### config.mk
export PLATFORM = sky130hd
export DESIGN_NAME = scnt_top
export DESIGN_NICKNAME = d
export VERILOG_FILES = /design/src/common/scnt_pkg.sv /design/src/common/scnt_ctrl_if.sv /design/src/logic/scnt_top.sv /design/src/logic/scnt_next_decode.sv /design/src/logic/scnt_counter_core.sv
export VERILOG_INCLUDE_DIRS = /design/src /design/src/common
export SDC_FILE = /design/constraint.sdc
export NUM_CORES = 1
export LEC_CHECK = 0
export BUFFER_PORTS_ARGS = -buffer_cell sky130_fd_sc_hd__buf_2
export CAP_MARGIN = 20
export CORE_MARGIN = 1
export CORE_UTILIZATION = 46
export CTS_CLUSTER_SIZE = 28
export DETAILED_ROUTE_END_ITERATION = 10
export MAX_ROUTING_LAYER = met4
export PLACE_DENSITY = 0.81
export SETUP_SLACK_MARGIN = 0.02
export SLEW_MARGIN = 30
export SYNTH_ARGS = -nofsm -noshare
export SYNTH_HDL_FRONTEND = slang
export SYNTH_HIERARCHICAL = 1
export SYNTH_SLANG_ARGS = --single-unit
### constraint.sdc
create_clock -name clk -period 3.5 [get_ports clk]
set_input_delay 0.7 -clock clk [delete_from_list [all_inputs] [get_ports clk]]
set_output_delay 0.7 -clock clk [all_outputs]
set_load 0.02 [all_outputs]
### src/common/scnt_defines.svh
// Offsets, fields, reset values and counts of the counter.
`ifndef SCNT_DEFINES_SVH
`define SCNT_DEFINES_SVH

// ==========================================================================
// Register byte addresses
// ==========================================================================
`define SCNT_CTRL_ADDR 32'h0000_0000
`define SCNT_STAT_ADDR 32'h0000_0004

// ==========================================================================
// Control register fields
// ==========================================================================
`define SCNT_CTRL_LOAD_N_BIT 0
`define SCNT_CTRL_PAR_BIT 1
`define SCNT_CTRL_SCLR_N_BIT 2
`define SCNT_CTRL_LOAD_ONCE_BIT 3
`define SCNT_CTRL_PRESET_LSB 4
`define SCNT_CTRL_PRESET_MSB 7
`define SCNT_CTRL_RESET 32'h0000_0005

// ==========================================================================
// Status register fields
// ==========================================================================
`define SCNT_STAT_COUNT_LSB 0
`define SCNT_STAT_COUNT_MSB 3
`define SCNT_STAT_CARRY_BIT 4
`define SCNT_STAT_CHAIN_BIT 5
`define SCNT_STAT_DECADE_BIT 6
`define SCNT_STAT_ASYNC_BIT 7
`define SCNT_STAT_WRAP_BIT 8

// ==========================================================================
// Count values
// ==========================================================================
`define SCNT_ZERO 4'h0
`define SCNT_ONE 4'h1
`define SCNT_DEC_TERM 4'h9
`define SCNT_BIN_TERM 4'hF

// ==========================================================================
// Bus encodings
// ==========================================================================
`define SCNT_HSIZE_WORD 3'h2
`define SCNT_HRESP_OKAY 1'h0

`endif

### src/common/scnt_pkg.sv
// Types and shared count arithmetic of the counter.
`default_nettype none
`include "scnt_defines.svh"

package scnt_pkg;

    // ======================================================================
    // Build-time variants
    // ======================================================================
    typedef enum logic {SCNT_MOD_DECADE, SCNT_MOD_BINARY} scnt_modulus_t;
    typedef enum logic {SCNT_CLR_SYNC, SCNT_CLR_ASYNC} scnt_clear_t;

    // ======================================================================
    // Count arithmetic
    // ======================================================================
    // True in the last state of the sequence for the chosen modulus.
    function automatic logic scnt_is_terminal(input logic [3:0] value,
                                              input scnt_modulus_t modulus);
        if (modulus == SCNT_MOD_DECADE) begin
            return value == `SCNT_DEC_TERM;
        end
        return value == `SCNT_BIN_TERM;
    endfunction

    // Next state of an enabled count; illegal decade states go to zero.
    function automatic logic [3:0] scnt_advance(input logic [3:0] value,
                                               input scnt_modulus_t modulus);
        if (scnt_is_terminal(value, modulus)
            || (modulus == SCNT_MOD_DECADE && value > `SCNT_DEC_TERM)) begin
            return `SCNT_ZERO;
        end
        return value + `SCNT_ONE;
    endfunction

endpackage

`default_nettype wire

### src/common/scnt_ctrl_if.sv
// Signals between the register side, the count register and its decoder.
`default_nettype none

interface scnt_ctrl_if;
    logic load_n;
    logic cnt_par;
    logic cnt_chain;
    logic sclr_n;
    logic [3:0] preset;
    logic [3:0] count;
    logic [3:0] next_count;
    logic term;

    // Register side drives the mode inputs and watches the state.
    modport regs (output load_n, cnt_par, cnt_chain, sclr_n, preset,
                  input count, term);
    // Count register.
    modport core (input load_n, cnt_par, cnt_chain, sclr_n, preset,
                  next_count, output count);
    // Next-state and terminal decoder.
    modport decode (input count, output next_count, term);
endinterface

`default_nettype wire

### src/logic/scnt_top.sv
// Synchronous 4-bit counter with an AHB-Lite register port.
//
// Local design decisions: the AHB-Lite register port and the register offsets.
`default_nettype none
`include "scnt_defines.svh"

module scnt_top
    import scnt_pkg::*;
#(
    parameter scnt_modulus_t MODULUS = SCNT_MOD_DECADE,
    parameter scnt_clear_t CLEAR_KIND = SCNT_CLR_SYNC
) (
    // Clock, reset and clock enable.
    input wire logic clk,
    input wire logic reset,
    input wire logic ce,

    // AHB-Lite slave inputs.
    input wire logic hsel,
    input wire logic [31:0] haddr,
    input wire logic [1:0] htrans,
    input wire logic hwrite,
    input wire logic [2:0] hsize,
    input wire logic [31:0] hwdata,
    input wire logic hready,

    // AHB-Lite slave outputs.
    output logic hreadyout,
    output logic [31:0] hrdata,
    output logic hresp,

    // Counter inputs.
    input wire logic async_clear_n,
    input wire logic count_enable_chain,

    // Counter outputs.
    output logic [3:0] count_outputs,
    output logic carry_out
);

    // ======================================================================
    // Clock enable
    // ======================================================================

    // The enable is registered and shown as hreadyout, so the bus stalls
    // in exactly the cycles in which all other state is frozen, save a master clear of the count.
    logic ready_q;

    always_ff @(posedge clk or posedge reset) begin
        if (reset) begin
            ready_q <= 1'b1;
        end else begin
            ready_q <= ce;
        end
    end

    logic en;

    assign en = ready_q;

    // ======================================================================
    // Address decode
    // ======================================================================

    // Shared by the read path and the write path.
    function automatic logic addr_hit(input logic [31:0] addr,
                                      input logic [31:0] target);
        return addr == target;
    endfunction

    // An address phase is taken when the bus is ready and the slave chosen.
    logic take;

    assign take = en & hsel & hready & htrans[1];

    // ======================================================================
    // Data-phase bookkeeping
    // ======================================================================

    // Only whole-word writes are honoured; narrower ones complete unused.
    logic wr_pend_q;
    logic [31:0] wr_addr_q;

    always_ff @(posedge clk or posedge reset) begin
        if (reset) begin
            wr_pend_q <= 1'b0;
            wr_addr_q <= 32'h0000_0000;
        end else if (en) begin
            wr_pend_q <= take & hwrite & (hsize == `SCNT_HSIZE_WORD);
            wr_addr_q <= haddr;
        end
    end

    logic wr_ctrl;
    logic wr_stat;

    assign wr_ctrl = en & wr_pend_q & addr_hit(wr_addr_q, `SCNT_CTRL_ADDR);
    assign wr_stat = en & wr_pend_q & addr_hit(wr_addr_q, `SCNT_STAT_ADDR);

    // ======================================================================
    // Control register
    // ======================================================================

    // Reset word, split into its fields below.
    localparam logic [31:0] CTRL_RST = `SCNT_CTRL_RESET;

    // Mode inputs, held as levels until software changes them.
    logic load_n_q;
    logic par_q;
    logic sclr_n_q;
    logic [3:0] preset_q;

    always_ff @(posedge clk or posedge reset) begin
        if (reset) begin
            load_n_q <= CTRL_RST[`SCNT_CTRL_LOAD_N_BIT];
            par_q <= CTRL_RST[`SCNT_CTRL_PAR_BIT];
            sclr_n_q <= CTRL_RST[`SCNT_CTRL_SCLR_N_BIT];
            preset_q <= CTRL_RST[`SCNT_CTRL_PRESET_MSB:
                                 `SCNT_CTRL_PRESET_LSB];
        end else if (wr_ctrl) begin
            load_n_q <= hwdata[`SCNT_CTRL_LOAD_N_BIT];
            par_q <= hwdata[`SCNT_CTRL_PAR_BIT];
            sclr_n_q <= hwdata[`SCNT_CTRL_SCLR_N_BIT];
            preset_q <= hwdata[`SCNT_CTRL_PRESET_MSB:`SCNT_CTRL_PRESET_LSB];
        end
    end

    // ======================================================================
    // One-shot preset
    // ======================================================================

    // Arming loads the preset at the next enabled edge only, which saves
    // software a second write to raise the load enable again.
    logic load_once_q;
    logic arm_once;

    assign arm_once = wr_ctrl & hwdata[`SCNT_CTRL_LOAD_ONCE_BIT];

    always_ff @(posedge clk or posedge reset) begin
        if (reset) begin
            load_once_q <= 1'b0;
        end else if (arm_once) begin
            load_once_q <= 1'b1;
        end else if (en) begin
            load_once_q <= 1'b0;
        end
    end

    // ======================================================================
    // Counter
    // ======================================================================

    scnt_ctrl_if cif ();

    // The chain enable comes from a neighbouring stage on this same clock,
    // so it is used directly; a synchroniser would break the look-ahead.
    assign cif.load_n = load_n_q & ~load_once_q;
    assign cif.cnt_par = par_q;
    assign cif.cnt_chain = count_enable_chain;
    assign cif.sclr_n = sclr_n_q;
    assign cif.preset = preset_q;

    scnt_counter_core #(
        .CLEAR_KIND(CLEAR_KIND)
    ) u_core (
        .clk(clk),
        .reset(reset),
        .async_clear_n(async_clear_n),
        .en(en),
        .cif(cif)
    );

    scnt_next_decode #(
        .MODULUS(MODULUS)
    ) u_decode (
        .cif(cif)
    );

    // ======================================================================
    // Counter pins
    // ======================================================================

    // The carry is a gate after the state register, not a flip-flop: the
    // chain enable must pull it low without waiting for an edge.
    assign count_outputs = cif.count;

    assign carry_out = cif.term & count_enable_chain;

    // ======================================================================
    // Wrap flag
    // ======================================================================

    // Sticky record that the counter passed its terminal state; writing a
    // one clears it, and a wrap in that same cycle keeps it set.
    logic wrap_q;
    logic wrap_evt;
    logic clear_ok;

    assign clear_ok = (CLEAR_KIND == SCNT_CLR_ASYNC) | sclr_n_q;

    assign wrap_evt = en & clear_ok & cif.load_n & par_q
        & count_enable_chain & cif.term;

    always_ff @(posedge clk or posedge reset) begin
        if (reset) begin
            wrap_q <= 1'b0;
        end else if (wrap_evt) begin
            wrap_q <= 1'b1;
        end else if (wr_stat && hwdata[`SCNT_STAT_WRAP_BIT]) begin
            wrap_q <= 1'b0;
        end
    end

    // ======================================================================
    // Read path
    // ======================================================================

    // Control word as software sees it; a write finishing in this cycle is
    // forwarded so that a read straight after it returns the new value.
    logic [31:0] ctrl_word;

    logic [31:0] stat_word;

    always_comb begin
        ctrl_word = 32'h0000_0000;
        ctrl_word[`SCNT_CTRL_LOAD_N_BIT] = load_n_q;
        ctrl_word[`SCNT_CTRL_PAR_BIT] = par_q;
        ctrl_word[`SCNT_CTRL_SCLR_N_BIT] = sclr_n_q;
        ctrl_word[`SCNT_CTRL_LOAD_ONCE_BIT] = load_once_q;
        ctrl_word[`SCNT_CTRL_PRESET_MSB:`SCNT_CTRL_PRESET_LSB] = preset_q;
        // All fields sit in the low byte, so one slice forwards them.
        if (wr_ctrl) begin
            ctrl_word[`SCNT_CTRL_PRESET_MSB:0] =
                hwdata[`SCNT_CTRL_PRESET_MSB:0];
        end
    end

    // Status word: live state of the counter and its pins.
    always_comb begin
        stat_word = 32'h0000_0000;
        stat_word[`SCNT_STAT_COUNT_MSB:`SCNT_STAT_COUNT_LSB] = cif.count;
        stat_word[`SCNT_STAT_CARRY_BIT] = cif.term & count_enable_chain;
        stat_word[`SCNT_STAT_CHAIN_BIT] = count_enable_chain;
        stat_word[`SCNT_STAT_DECADE_BIT] = (MODULUS == SCNT_MOD_DECADE);
        stat_word[`SCNT_STAT_ASYNC_BIT] = (CLEAR_KIND == SCNT_CLR_ASYNC);
        stat_word[`SCNT_STAT_WRAP_BIT] = wrap_q;
    end

    // Read data is captured at the address phase and stands through the
    // data phase; unmapped addresses read as zero.
    logic [31:0] rdata_q;

    always_ff @(posedge clk or posedge reset) begin
        if (reset) begin
            rdata_q <= 32'h0000_0000;
        end else if (en) begin
            if (take && !hwrite && addr_hit(haddr, `SCNT_CTRL_ADDR)) begin
                rdata_q <= ctrl_word;
            end else if (take && !hwrite
                         && addr_hit(haddr, `SCNT_STAT_ADDR)) begin
                rdata_q <= stat_word;
            end else begin
                rdata_q <= 32'h0000_0000;
            end
        end
    end

    // The response never signals an error, so it is a constant flip-flop.
    logic resp_q;

    always_ff @(posedge clk or posedge reset) begin
        if (reset) begin
            resp_q <= `SCNT_HRESP_OKAY;
        end else begin
            resp_q <= `SCNT_HRESP_OKAY;
        end
    end

    // ======================================================================
    // Bus outputs
    // ======================================================================

    assign hreadyout = ready_q;
    assign hrdata = rdata_q;
    assign hresp = resp_q;

endmodule // scnt_top

`default_nettype wire

### src/logic/scnt_next_decode.sv
// Next-state and terminal-state decoder of the counter.
`default_nettype none

module scnt_next_decode
    import scnt_pkg::*;
#(
    parameter scnt_modulus_t MODULUS = SCNT_MOD_DECADE
) (
    // Link to the count register.
    scnt_ctrl_if.decode cif
);

    // ======================================================================
    // Decode
    // ======================================================================
    // Pure logic on the present state, so the carry look-ahead of a cascade
    // sees the terminal state as soon as the register settles.
    assign cif.next_count = scnt_advance(cif.count, MODULUS);
    assign cif.term = scnt_is_terminal(cif.count, MODULUS);

endmodule // scnt_next_decode

`default_nettype wire

### src/logic/scnt_counter_core.sv
// Four-bit count register with preset, hold and both reset variants.
`default_nettype none

module scnt_counter_core
    import scnt_pkg::*;
#(
    parameter scnt_clear_t CLEAR_KIND = SCNT_CLR_SYNC
) (
    // Clock, resets and enable.
    input wire logic clk,
    input wire logic reset,
    input wire logic async_clear_n,
    input wire logic en,
    // Link to the register side and decoder.
    scnt_ctrl_if.core cif
);

    // ======================================================================
    // Asynchronous clear
    // ======================================================================
    // The master clear acts at once, so it joins the system reset here
    // rather than passing a synchroniser; it must be glitch free.
    logic arst;
    logic sync_clear;
    assign arst = reset
        | ((CLEAR_KIND == SCNT_CLR_ASYNC) & ~async_clear_n);
    assign sync_clear = (CLEAR_KIND == SCNT_CLR_SYNC) & ~cif.sclr_n;

    // ======================================================================
    // Count register
    // ======================================================================
    // Clear beats preset, preset beats count, otherwise the state holds.
    logic [3:0] count_q;
    always_ff @(posedge clk or posedge arst) begin
        if (arst) begin
            count_q <= `SCNT_ZERO;
        end else if (en) begin
            if (sync_clear) begin
                count_q <= `SCNT_ZERO;
            end else if (!cif.load_n) begin
                count_q <= cif.preset;
            end else if (cif.cnt_par && cif.cnt_chain) begin
                count_q <= cif.next_count;
            end else begin
                count_q <= count_q;
            end
        end
    end

    assign cif.count = count_q;

endmodule // scnt_counter_core

`default_nettype wire

* Yosys cells after proc, flatten, opt, wreduce, memory -nomap -nowiden
Index checks and enable logic that the tools add are counted. Widths: inputs -> output; s select.
Word-level totals: register bits after elaboration 79, input port bits 77, word-level logic and storage cells 60
Cells by class: $add $sub $neg 1, $lt $le $gt $ge 1, equal/unequal tests 5, mux-type cells 13, bitwise operators 17, reduce and logical (&&, ||, !) cells 12
Operator list (number):
- $eq 32x3->1 const B | 2
- $logic_not 32->1 | 2
- $mux 4 | 5
- $mux 9 | 2
- $and 1x1->1 | 16
- $mux 8 | 1
- $logic_and 1x1->1 | 5
- $mux 1 | 5
- $add 4x1->4 const B | 1
- $eq 4x4->1 const B | 1
- $gt 4x4->1 const B | 1
- $reduce_bool 2->1 | 2
- $eq 3x2->1 const B | 1
- $ne 3x2->1 const B | 1
- $reduce_and 2->1 | 1
- $logic_not 1->1 | 1
- $logic_or 1x1->1 | 1
- $not 1->1 | 1

* Longest topological paths before layout
word-level depth 7, mapped depth 8, gate-level depth less buffers 8

* Modules after synthesis
The synthesis kept the hierarchy.
Modules (own cells, without submodules):
- scnt_top | instances 1, cells an instance 179, area an instance 2369.8 um^2
- scnt_counter_core | instances 1, cells an instance 21, area an instance 254.0 um^2
- scnt_next_decode | instances 1, cells an instance 17, area an instance 136.4 um^2

* Worst setup path after synthesis
OpenSTA, ideal clock, no wires.
kind flip-flop to flip-flop, start point register ready_q, in the netlist hreadyout, end point register rdata_q[7], in the netlist hrdata[7], arrival time 2.110 ns, required time 3.379 ns, setup slack 1.268 ns, stages on the path, launching flop included 7, path buffers 1, path through dfstp_2 buf_2 nor4b_1 nand2_1 nor4_4 mux2_2 a22o_2
Between the ends: longest elaborated chain between the ends 6, elaborated cells on any way between the ends 9, those cells by class 2 x mux; 5 x bitwise; 2 x reduce/logical
RTL lines:
- from (decl) | RTL line scnt_top.sv:47 | logic ready_q;
- from (signal assigned) | RTL line scnt_top.sv:51 | ready_q <= 1'b1;
- from (signal assigned) | RTL line scnt_top.sv:53 | ready_q <= ce;
- $and 1x1->1 (3 in series) | RTL line scnt_top.sv:74 | assign take = en & hsel & hready & htrans[1];
- $logic_and 1x1->1 (2 in series) | RTL line scnt_top.sv:257 | if (take && !hwrite && addr_hit(haddr, `SCNT_CTRL_ADDR)) begin
- $mux 9 | RTL line scnt_top.sv:257
- to (signal assigned) | RTL line scnt_top.sv:258 | rdata_q <= ctrl_word;
- to (signal assigned) | RTL line scnt_top.sv:261 | rdata_q <= stat_word;
- to (decl) | RTL line scnt_top.sv:251 | logic [31:0] rdata_q;
Several ways; a longest one is shown, not always the timed one. A chain may end at the register's enable or synchronous reset.

* Worst setup path after layout
start point register ready_q, in the netlist hreadyout, end point register rdata_q[4], in the netlist hrdata[4]
Between the ends: longest elaborated chain between the ends 7, elaborated cells on any way between the ends 11, those cells by class 3 x mux; 5 x bitwise; 3 x reduce/logical
RTL lines:
- $and 1x1->1 (3 in series) | RTL line scnt_top.sv:74
- $logic_and 1x1->1 | RTL line scnt_top.sv:257, scnt_top.sv:259
- $logic_and 1x1->1 | RTL line scnt_top.sv:259 | end else if (take && !hwrite
- $mux 9 | RTL line scnt_top.sv:259
- $mux 9 | RTL line scnt_top.sv:257
Several ways; a longest one is shown, not always the timed one.

==> flow_metrics.env <==
export IMPL_rsz0062_at_grt="no"
export IMPL_multiInputGateArea_mm2=0.00120
export IMPL_n_fill_cell=495
export IMPL_dp_hpwl_mm=4.11
export IMPL_cts_tree="built"
export IMPL_ys_ff_latch=56
export IMPL_cts_resized=0
export IMPL_dieWidth_um=79.5
export IMPL_post_cts_buffers=0
export IMPL_cts_clk_slew_worst_paths_ns=0.10
export IMPL_vdd_drop_max_v=0.000225
export IMPL_async_flop_share_pct=100
export IMPL_cp_end_kind="flop"
export IMPL_crit_buf_inv=1
export IMPL_synth_distinct_cells=39
export IMPL_syn_avg_cell_area_um2=12.7
export IMPL_num_antenna_cells=0
export IMPL_area_delta_synth_final_pct=15.1
export IMPL_drcViolationCount=0
export IMPL_register_area_mm2=0.00141
export IMPL_hold_ws_ns=0.295
export IMPL_reg2regPathDepth=6
export IMPL_slew_headroom_pct=45.0
export IMPL_cts_root_buf="clkbuf_8"
export IMPL_synth_seq_area_share_pct=50.9
export IMPL_worst_path_stages=6
export IMPL_hold_viol_final=0
export IMPL_hold_buffers=0
export IMPL_cts_buffers_inserted=5
export IMPL_grt_pass1_vias=1824
export IMPL_viasPerCell=5.26
export IMPL_clock_sinks=56
export IMPL_design_power_total_mw=1.21
export IMPL_cp_slowest_stage_delay_ns=0.77
export IMPL_synth_ff_type="dfrtp_1"
export IMPL_worstSkewPairLatency_ns=0.31
export IMPL_fmax_mhz=377
export IMPL_fin_nets=366
export IMPL_grt_pass1_wl_mm=9.14
export IMPL_powerDensity_mw_per_mm2=381
export IMPL_fin_skew_ns=0.00802
export IMPL_die_area_mm2=0.00631
export IMPL_synth_edf_count=0
export IMPL_h_tree_depth=2
export IMPL_cap_violations=0
export IMPL_rows=27
export IMPL_crit_fanout=16
export IMPL_setup_violations=0
export IMPL_ant_nets=0
export IMPL_drv_slew=0
export IMPL_finalCriticalPeriod_ns=2.66
export IMPL_place_inst=351
export IMPL_antenna_found_initial=0
export IMPL_die_height_um=79.5
export IMPL_grt_start_max_net_pins=53
export IMPL_status="finished clean"
export IMPL_tightest_slew_ns=0.818
export IMPL_fin_tns_setup_ns=0
export IMPL_start_util_pct=48.9
export IMPL_core_mm2=0.00564
export IMPL_num_vias=1889
export IMPL_hp_class="in2async"
export IMPL_drtIter0Drc=77
export IMPL_worst_path_dominant_cell_family="simple AND/OR/NAND/NOR gates"
export IMPL_port_buffers=66
export IMPL_grt_overflow=0
export IMPL_critPathKind="reg2reg"
export IMPL_startpoint_type="flop"
export IMPL_p_leak_nw=1.54
export IMPL_critical_path_arrival_ns=2.90
export IMPL_fin_crit_sh_pct=75.9
export IMPL_cts_buffer_depth=2
export IMPL_postSynthCellCount=217
export IMPL_placed_area_mm2=0.00308
export IMPL_crit_chain="buf_4 -> nor4b_1 -> nand4_1 -> nor4_2 -> a22oi_1 -> a21bo_2"
export IMPL_grt_usage_pct=19.7
export IMPL_worst_ep_required_time_ns=3.75
export IMPL_ys_warn_count=6
export IMPL_final_area_mm2=0.00318
export IMPL_gp_congestion=0.777
export IMPL_pin_count=116
export IMPL_wl_mm=5.44
export IMPL_slowest_stage="nor4_2"
export IMPL_syn_area_mm2=0.00276
export IMPL_layout_drive_gt1_share_pct=47.0
export IMPL_wire_per_inst_um=15.1
export IMPL_first_pass_iters=4
export IMPL_fin_cells=359
==> layer usage <==
metal	global-route usage, %	wire length (um)	vias up	share of wire [%]
li1	-	-	881	-
met1	25.8	2410	928	44
met5	-	0	-	0
met3	3.77	301	5	5.5
met4	4.36	50	0	0.92
met2	31.7	2680	75	49
==> registers in the layout, summed over array words and instances (netlist names), 4 cells and up <==
register	cells
cif.preset	4
u_core/cif.count	4
wr_addr_q	32
hrdata	9
==> Yosys cell counts (2+ instances only) <==
library cell	number	share of area [%]
dfrtp_1	53	48
mux2_2	44	18
buf_4	24	6.5
nor4_1	11	2.5
inv_1	8	1.1
a22o_1	7	2.2
a21o_1	6	1.6
nand2_1	5	0.68
nor2b_1	5	1.1
mux2i_1	4	1.5
nor2_1	4	0.54
and2_1	3	0.68
buf_1	3	0.41
dfstp_2	3	2.9
ha_1	3	1.4
nand4_1	3	0.68
nor4b_1	3	0.95
a21bo_2	2	0.73
a21oi_1	2	0.36
nand2b_4	2	1.0
nand3_1	2	0.36
nor3_1	2	0.36
nor4_2	2	0.91
==> area by class of cell <==
class	instances	area share, %
well taps	72	2.84
flip-flops and latches	56	44.2
inverters	8	1.02
clock buffers	6	2.60
clock inverters	2	0.433
repair buffers	69	11.1
multi-input cells	146	37.8
==> worst register-to-register path, cell delays in order (launching register included) <==
cell	delay [ns]
dfstp_2	0.67
buf_4	0.29
nor4b_1	0.25
nand4_1	0.22
nor4_2	0.77
a22oi_1	0.15
a21bo_2	0.24
==> cells by family (layout without fill, tap and decap cells) <==
logic type	count (synthesis)	in the layout	share of synthesized area, %
AO/OA/AOI/OAI	25	25	7.93
other	1	24	0.136
AND/OR/NAND/NOR	46	46	11.5
flip-flops	56	56	50.9
multiplexers	48	48	19.4
buffers and inverters	38	85	8.75
adder cells (fa/ha/maj)	3	3	1.36
==> per-stage QoR <==
step / utilization, % / setup slack, ns
finish: 56.3 / 0.845
floorplan: - / 1.27
detailed placement: 54.6 / 0.860
CTS: 56.3 / 0.831
global route: 56.3 / 0.650
global placement: 54.6 / 0.939
==> worst paths after layout <==
| path | start | end | slack (ns) |
|---|---|---|---|
| worst max-delay path | hreadyout | hrdata[4] | 0.84 |
| worst min-delay path | reset | u_core/cif.count[3] | 0.29 |
| min in group clk | ce | hreadyout | 0.48 |
| worst max register to register | hreadyout | hrdata[4] | 0.84 |
| max in group asynchronous | reset | wr_addr_q[2] | 2.59 |
| worst min register to register | wr_pend_q | wr_pend_q | 0.50 |
==> power breakdown <==
part	switching, mW	leakage, nW	total, mW	internal [mW]
combinational	0.0730	0.792	0.134	0.0611
clock	0.207	0.0516	0.370	0.162
sequential	0.0226	0.699	0.707	0.685
==> placed cells by master, fill, tap and decap left out, types with 3 or more instances in the layout <==
cell type  instances
nand2_1            5
clkbuf_8           6
inv_1              7
dfstp_2            3
mux2i_1            4
nor4b_1            3
nor2b_1            5
ha_1               3
buf_2             66
and2_1             3
dfrtp_1           53
nor4_1            11
buf_4              3
mux2_2            44
a22o_1             7
a21o_1             6
nand4_1            3
conb_1            24
nor2_1             4
No activity file was read; power rests on OpenSTA's default activity.
